## config.mk

```make
export PLATFORM = sky130hd
export DESIGN_NAME = hss_axis_home_search_sequencer
export DESIGN_NICKNAME = d
export VERILOG_FILES = /design/src/design/hss_pkg.sv /design/src/design/hss_axis_home_search_sequencer.sv
export VERILOG_INCLUDE_DIRS = /design/src /design/src/design
export SDC_FILE = /design/constraint.sdc
export NUM_CORES = 1
export LEC_CHECK = 0
export ABC_AREA = 1
export BUFFER_PORTS_ARGS = -buffer_cell sky130_fd_sc_hd__buf_2
export CAP_MARGIN = 15
export CORE_AREA = 2 2 209 211
export CTS_CLUSTER_DIAMETER = 80
export DETAILED_ROUTE_END_ITERATION = 10
export DIE_AREA = 0 0 211 213
export PLACE_DENSITY = 0.62
export SLEW_MARGIN = 30
export SYNTH_ARGS = -nofsm -noshare
export SYNTH_HDL_FRONTEND = slang
export SYNTH_SLANG_ARGS = --single-unit
export TNS_END_PERCENT = 50
```

## constraint.sdc

```tcl
create_clock -name clk -period 6.4 [get_ports clk]
set_input_delay 1.28 -clock clk [delete_from_list [all_inputs] [get_ports clk]]
set_output_delay 1.28 -clock clk [all_outputs]
set_load 0.01 [all_outputs]
```

## src/design/hss_cfg.svh

```systemverilog
// Purpose: Constants for the axis home search sequencer
// Assumes: Feedback counts are micrometres of travel
// Notes:   Included by the sequencer module only
`ifndef HSS_CFG_SVH
`define HSS_CFG_SVH

// --------------------------------------------------------------
// Distance-coded search travel limits, millimetres and micrometres
// --------------------------------------------------------------
`define HSS_LIMIT_SHORT_MM    20
`define HSS_LIMIT_LONG_MM     100
`define HSS_UM_PER_MM         1000
`define HSS_LIMIT_SHORT_UM    (`HSS_LIMIT_SHORT_MM * `HSS_UM_PER_MM)
`define HSS_LIMIT_LONG_UM     (`HSS_LIMIT_LONG_MM * `HSS_UM_PER_MM)

// --------------------------------------------------------------
// Marker search type codes
// --------------------------------------------------------------
`define HSS_MST_WIDTH         2
`define HSS_MST_RELEASE       2'h3

// --------------------------------------------------------------
// Reset values
// --------------------------------------------------------------
`define HSS_RST_TRAVEL        32'h0

`endif

```

## src/design/hss_pkg.sv

```systemverilog
// Purpose: Types shared by the axis home search sequencer
// Assumes: Nothing beyond the constants header
// Notes:   State codes are one-hot
package hss_pkg;

   // --------------------------------------------------------------
   // Sequencer states
   // --------------------------------------------------------------
   typedef enum logic [7:0] {
      HSS_IDLE     = 8'h01,
      HSS_APPROACH = 8'h02,
      HSS_PICK     = 8'h04,
      HSS_RELEASE  = 8'h08,
      HSS_MARKER   = 8'h10,
      HSS_SHIFT    = 8'h20,
      HSS_LOAD     = 8'h40,
      HSS_FAIL     = 8'h80
   } hss_state_e;

endpackage : hss_pkg

```

## src/design/hss_axis_home_search_sequencer.sv

```systemverilog
// Purpose: Homes a group of axes, driving run/direction/feed commands
// Assumes: Inputs synchronous to clk; axis_step pulses once per um moved
// Notes:   Selected order is ascending axis index
// Operation
// - A homing request comes from jog or a program and may select one or several axes.
// - A jog request cancels the active zero offset and each homed axis shows its reference coordinate.
// - A program request keeps the active part zero and positions stay relative to it.
// - Incremental axes with a switch first move together in their search direction at approach feedrate until their switch.
// - Once all switches are reached, axes search the marker one at a time in order at homing feedrate.
// - With marker search type 3, each axis in order backs off at homing feedrate until its switch releases.
// - After release the first marker met is home, with direction and feedrate unchanged.
// - Distance-coded axes need no switch and are homed strictly one at a time in order.
// - A distance-coded search moves in search direction at homing feedrate no farther than 20 mm or 100 mm.
// - A switch pressed during a distance-coded search reverses that axis's direction.
// - After the marker the axis moves on by its marker shift distance at homing feedrate.
// - Plain incremental axes are synchronized at the marker location.
`include "hss_cfg.svh"

module hss_axis_home_search_sequencer
   import hss_pkg::*;
#(
   parameter int NAX = 4,
   parameter int FW  = 16,
   parameter int CW  = 32
) (
   input  wire logic                                clk,
   input  wire logic                                sys_rst,
   input  wire logic                                ce,
   input  wire logic                                home_request,
   input  wire logic                                request_from_program,
   input  wire logic [NAX-1:0]                      axis_select,
   input  wire logic [NAX-1:0]                      search_direction,
   input  wire logic [NAX-1:0]                      has_home_switch,
   input  wire logic [NAX-1:0]                      distance_coded,
   input  wire logic [NAX-1:0]                      coded_long_range,
   input  wire logic [NAX*`HSS_MST_WIDTH-1:0]       marker_search_type,
   input  wire logic [NAX*FW-1:0]                   approach_feedrate,
   input  wire logic [NAX*FW-1:0]                   homing_feedrate,
   input  wire logic [NAX*CW-1:0]                   marker_shift_distance,
   input  wire logic [NAX*CW-1:0]                   reference_coordinate,
   input  wire logic [NAX-1:0]                      home_switch,
   input  wire logic [NAX-1:0]                      marker_pulse,
   input  wire logic [NAX-1:0]                      axis_step,
   output logic      [NAX-1:0]                      axis_run,
   output logic      [NAX-1:0]                      axis_dir,
   output logic      [NAX*FW-1:0]                   axis_feed,
   output logic                                     pos_load,
   output logic      [$clog2(NAX)-1:0]              pos_load_axis,
   output logic      [CW-1:0]                       pos_load_value,
   output logic                                     zero_offset_cancel,
   output logic                                     keep_part_zero,
   output logic      [NAX-1:0]                      axis_homed,
   output logic                                     busy,
   output logic                                     search_done,
   output logic                                     search_fail
);

   localparam int AW = $clog2(NAX);
   localparam logic [31:0] LIM_SHORT = 32'(`HSS_LIMIT_SHORT_UM);
   localparam logic [31:0] LIM_LONG  = 32'(`HSS_LIMIT_LONG_UM);

   // --------------------------------------------------------------
   // Lowest pending axis in a mask
   // --------------------------------------------------------------
   function automatic logic [AW-1:0] first_axis(input logic [NAX-1:0] mask);
      logic [AW-1:0] idx;
      idx = '0;
      for (int k = NAX - 1; k >= 0; k--) begin
         if (mask[k]) begin
            idx = AW'(k);
         end
      end
      return idx;
   endfunction : first_axis

   hss_state_e        state;
   logic [AW-1:0]     cur;
   logic [NAX-1:0]    sel;
   logic [NAX-1:0]    appr;
   logic [NAX-1:0]    finished;
   logic              from_prog;
   logic              rev;
   logic              sw_prev;
   logic [31:0]       travel;

   logic [NAX-1:0]    pending;
   logic [AW-1:0]     next_axis;
   logic              cur_sw;
   logic              cur_step;
   logic [31:0]       cur_shift;
   logic [31:0]       cur_limit;

   assign pending     = sel & ~finished;
   assign next_axis   = first_axis(pending);
   assign cur_sw      = home_switch[cur];
   assign cur_step    = axis_step[cur];
   assign cur_shift   = 32'(marker_shift_distance[cur*CW +: CW]);
   assign cur_limit   = coded_long_range[cur] ? LIM_LONG : LIM_SHORT;

   // --------------------------------------------------------------
   // Sequence control
   // --------------------------------------------------------------
   always_ff @(posedge clk) begin
      if (sys_rst) begin
         state     <= HSS_IDLE;
         cur       <= '0;
         sel       <= '0;
         appr      <= '0;
         finished  <= '0;
         from_prog <= 1'b0;
         rev       <= 1'b0;
         sw_prev   <= 1'b0;
         travel    <= `HSS_RST_TRAVEL;
      end else if (ce) begin
         sw_prev <= cur_sw;
         unique case (state)
            HSS_IDLE: begin
               if (home_request && (|axis_select)) begin
                  sel       <= axis_select;
                  from_prog <= request_from_program;
                  finished  <= '0;
                  // Axes without a switch or with coded scales sit out the approach
                  appr      <= axis_select & has_home_switch & ~distance_coded;
                  state     <= HSS_APPROACH;
               end
            end
            HSS_APPROACH: begin
               appr <= appr & ~home_switch;
               if ((appr & ~home_switch) == '0) begin
                  state <= HSS_PICK;
               end
            end
            HSS_PICK: begin
               travel <= `HSS_RST_TRAVEL;
               rev    <= 1'b0;
               cur    <= next_axis;
               // Edge detect restarts on the new axis, not on the old one's switch
               sw_prev <= home_switch[next_axis];
               if (pending == '0) begin
                  state <= HSS_IDLE;
               end else if (!distance_coded[next_axis] &&
                            (marker_search_type[next_axis*`HSS_MST_WIDTH +: `HSS_MST_WIDTH] == `HSS_MST_RELEASE)
                            && has_home_switch[next_axis]) begin
                  rev   <= 1'b1;
                  state <= HSS_RELEASE;
               end else begin
                  state <= HSS_MARKER;
               end
            end
            HSS_RELEASE: begin
               // Direction stays reversed into the marker search
               if (!cur_sw) begin
                  state <= HSS_MARKER;
               end
            end
            HSS_MARKER: begin
               if (marker_pulse[cur]) begin
                  travel <= `HSS_RST_TRAVEL;
                  state  <= (cur_shift != 32'h0) ? HSS_SHIFT : HSS_LOAD;
               end else if (distance_coded[cur]) begin
                  if (cur_step) begin
                     travel <= travel + 32'h1;
                  end
                  if (travel >= cur_limit) begin
                     state <= HSS_FAIL;
                  end
                  if (cur_sw && !sw_prev && has_home_switch[cur]) begin
                     rev <= ~rev;
                  end
               end
            end
            HSS_SHIFT: begin
               if (cur_step) begin
                  travel <= travel + 32'h1;
               end
               // Count the step landing now, else the stop order comes a cycle late
               if ((travel + 32'(cur_step)) >= cur_shift) begin
                  state <= HSS_LOAD;
               end
            end
            HSS_LOAD: begin
               finished[cur] <= 1'b1;
               state         <= HSS_PICK;
            end
            HSS_FAIL: begin
               // Abandons the whole request; already homed axes keep their flag
               state <= HSS_IDLE;
            end
         endcase
      end
   end

   // --------------------------------------------------------------
   // Per-axis motion commands
   // --------------------------------------------------------------
   genvar gi;
   generate
      for (gi = 0; gi < NAX; gi++) begin : g_axis
         logic active;
         assign active = (cur == AW'(gi)) &&
                         (state inside {HSS_RELEASE, HSS_MARKER, HSS_SHIFT});
         always_ff @(posedge clk) begin
            if (sys_rst) begin
               axis_run[gi]              <= 1'b0;
               axis_dir[gi]              <= 1'b0;
               axis_feed[gi*FW +: FW]    <= '0;
            end else if (ce) begin
               if (state == HSS_APPROACH && appr[gi] && !home_switch[gi]) begin
                  axis_run[gi]           <= 1'b1;
                  axis_dir[gi]           <= search_direction[gi];
                  axis_feed[gi*FW +: FW] <= approach_feedrate[gi*FW +: FW];
               end else if (active) begin
                  axis_run[gi]           <= 1'b1;
                  axis_dir[gi]           <= search_direction[gi] ^ rev;
                  axis_feed[gi*FW +: FW] <= homing_feedrate[gi*FW +: FW];
               end else begin
                  axis_run[gi]           <= 1'b0;
                  axis_dir[gi]           <= search_direction[gi];
                  axis_feed[gi*FW +: FW] <= '0;
               end
            end
         end
      end
   endgenerate

   // --------------------------------------------------------------
   // Coordinate load and status
   // --------------------------------------------------------------
   always_ff @(posedge clk) begin
      if (sys_rst) begin
         pos_load           <= 1'b0;
         pos_load_axis      <= '0;
         pos_load_value     <= '0;
         zero_offset_cancel <= 1'b0;
         keep_part_zero     <= 1'b0;
         axis_homed         <= '0;
         search_done        <= 1'b0;
         search_fail        <= 1'b0;
      end else if (ce) begin
         pos_load           <= 1'b0;
         zero_offset_cancel <= 1'b0;
         search_done        <= 1'b0;
         search_fail        <= 1'b0;
         if (state == HSS_IDLE && home_request && (|axis_select)) begin
            axis_homed     <= axis_homed & ~axis_select;
            keep_part_zero <= request_from_program;
         end
         if (state == HSS_LOAD) begin
            pos_load           <= 1'b1;
            pos_load_axis      <= cur;
            pos_load_value     <= reference_coordinate[cur*CW +: CW];
            zero_offset_cancel <= ~from_prog;
            axis_homed[cur]    <= 1'b1;
         end
         if (state == HSS_PICK && pending == '0) begin
            search_done <= 1'b1;
         end
         if (state == HSS_FAIL) begin
            search_fail <= 1'b1;
         end
      end
   end

   assign busy = (state != HSS_IDLE);

endmodule : hss_axis_home_search_sequencer

```

==> impl_metrics.py <==
metrics = {
    "sta": {
        "fin_worst_skew_ps": 19.6,
        "hold_viol": 0,
        "finalSetupViolations": 0,
        "relSlewSlack_pct": 41.5,
        "rsz0062_at_grt": "false",
        "maxSlewViolCount": 0,
        "min_period_ps": 4510,
        "worst_pin_slew_ps": 876,
        "fin_crit_sh_pct": 70.5,
        "setup_tns_ps": 0,
        "timing.fmax_ghz": 0.222,
    },
    "grt": {
        "antenna_found_initial": 33,
        "grt-ovfl-total": 0,
        "grt_pass1_vias": 13325,
        "grt_pass1_wl_um": 86100,
        "grt_usage_pct": 26.1,
        "grt_max_degree": 114,
    },
    "floorplanning": {
        "die_area_um2": 44900,
        "io_pins": 545,
        "initial_core_util_pct": 26.4,
        "num_rows": 76,
        "core_um2": 42700,
        "die_height_um": 213,
        "die_width_um": 211,
    },
    "yosys": {
        "syn_nets": 2197,
        "yosysTopAreaCellShare_pct": 30.5,
        "yosysUniqueCellTypes": 43,
        "ys_ff_latch": 172,
        "synthCells": 1727,
        "netlist_area_um2": 11300,
        "avgSynthCellArea_um2": 6.53,
        "yosysTopAreaCell": "dfxtp_1",
        "synth_edf_count": 0,
        "async_reset_ff_share_pct": 0,
        "synth_seq_area_share_pct": 30.5,
        "synthFlopType": "dfxtp_1",
        "synthTopCellsByArea": "dfxtp_1, nand2_1, nor2_1",
        "yosysWarnings": 0,
    },
    "placement": {
        "dp_hpwl_um": 48900,
        "place_congestion": 1.02,
        "io_buffers": 544,
        "place_area_um2": 14300,
    },
    "min_path": {
        "hold_path_startpoint": "axis_homed[2]",
        "hp-class": "reg2reg",
    },
    "critical_path": {
        "worstPathRequired_ps": 6780,
        "path_class": "reg2reg",
        "endpoint": "state[6]",
        "reg2reg_from": "cur[0]",
        "cp-end-kind": "flip-flop",
        "worst_r2r_endpoint": "state[6]",
        "reg2reg_slack_ps": 1890,
        "cp_max_fo": 33,
        "critPathArrivalTime_ps": 4900,
        "critPathLaunch": "cur[0]",
        "critPathLaunchType": "flip-flop",
        "ff2ff_path_depth": 27,
    },
    "cells_and_area": {
        "nNetsFinal": 2675,
        "final_common_cell": "buf_2",
        "fin_area_um2": 15000,
        "layout-drive-gt1-share_pct": 28.6,
        "nFillCells": 4726,
        "syn_to_final_growth_pct": 32.8,
        "layout_common_cells": "buf_2, nand2_1, nor2_1",
        "final_util_pct": 35.1,
    },
    "pwr": {
        "powerDensity_nw_per_um2": 184,
        "p_leak_uw": 0.00705,
        "vdd_drop_max_mv": 0.134,
    },
    "clock_tree": {
        "clkTransAtPathRegs_ps": 80,
        "postCtsSetupRepairBufs": 0,
        "hold_buffers": 0,
        "clock_sinks": 172,
        "cts_resized": 0,
        "clkLatencyLatePin_ps": 470,
        "ctsHtreeMaxLevel": 4,
        "cts_buffers": 17,
        "cts_root_buf": "clkbuf_16",
        "cts_tree": "done",
        "clock_path_buffers": 2,
    },
    "drt": {
        "drc": 0,
        "drt-pass1-iter-count": 6,
        "routedWlPerCell_um": 21.7,
        "viasPerCell": 5.17,
        "routed_wirelength_um": 60400,
        "drtIter0Drc": 1417,
        "ant_nets": 0,
        "vias": 14364,
    },
    "flow_run": {
        "max_cap_viol_count": 0,
    },
    "run_status": {
        "status": "finished, final reports clean",
    },
}
-- area by class of cell --
class / instances / area (µm²) / area share (%)
Clock inverter: 14 / 200 / 1.34
Multi-Input combinational cell: 1340 / 6900 / 46.1
Inverter: 119 / 452 / 3.02
Timing Repair Buffer: 555 / 2810 / 18.8
Antenna cell: 16 / 40.0 / 0.268
Clock buffer: 18 / 429 / 2.87
Tap cell: 546 / 683 / 4.56
Sequential cell: 172 / 3450 / 23.0
-- worst min-delay path by stage --
| stage | to | cells past startpoint |
|---|---|---|
| 2_1_floorplan | appr[1] | 2 |
| 3_3_place_gp | appr[1] | 2 |
| 3_5_place_dp | axis_homed[0] | 2 |
| 4_1_cts | axis_homed[0] | 2 |
| 5_1_grt | axis_homed[0] | 2 |
| 6_report | axis_homed[2] | 2 |
-- state kept, by name (all words and copies together) (netlist names), 2 cells and up --
signal and cells:
axis_homed 4, finished 4, state 8, pos_load_value 32, axis_feed 64, pos_load_axis 2, travel 32, axis_run 4
axis_dir 4, appr 4, sel 4, cur 2
-- where the power goes --
group | internal, µW | switching, µW
Sequential | 1100 | 29.5
Combinational | 187 | 280
Clock | 632 | 524
Total | 1920 | 833
-- logic make-up (layout without fill, tap and decap cells) --
family	count (synthesis)	after routing	synth area share, %
xor+xnor	41	41	3.19
simple gates	883	883	33.9
compound gates	375	375	19.5
buf+inv	215	706	8.26
fa+ha+maj	41	41	4.55
other cells	0	16	0
flops	172	172	30.5
-- critical path, cell delays in order (launching register included) --
cell and delay, ps:
dfxtp_2 520, inv_4 230, nor2_4 350, nand2_1 90, nand2_1 80, nor2_2 70
inv_2 100, ha_1 230, ha_1 200, inv_1 80, nor2_1 210, inv_1 100
nor3_1 380, xor2_1 180, inv_1 50, ha_1 270, nand2_1 60, nor2_1 140
nand2_1 80, nor2_1 110, nor2_1 50, nand2_1 90, nand2_1 70, nand2_1 160
nand2_2 150, inv_2 140, nand2_1 60, a21oi_1 120
-- synthesized netlist by cell type (26+ instances only) --
library cell	n
a22oi_1	66
a31oi_1	101
nand3_1	123
ha_1	41
clkbuf_1	52
buf_2	26
nand2_1	462
nor2_1	178
nand4_1	50
a21oi_1	63
inv_1	106
nor3_1	29
o21ai_0	129
dfxtp_1	172
xor2_1	37
-- per-stage QoR --
step	worst slack [ps]	total power, µW	hold WS (ps)	cells
finish	1890	2750	466	2780
global placement	1790	1610	435	2732
global route	1360	2860	473	2773
detailed placement	1750	1620	454	2732
CTS	1930	2770	464	2764
floorplan	2380	1360	424	1727
-- metal layers --
metal	track usage [%]	up-vias	routed length, µm	part of all wire, %
li1	-	6881	-	-
met4	10.6	0	1880	3.1
met1	31.2	6712	24000	40
met3	5.19	101	4740	7.8
met2	45.9	670	29900	49
met5	0	-	0	0
Note: power is estimated with default switching activity, not from simulation.
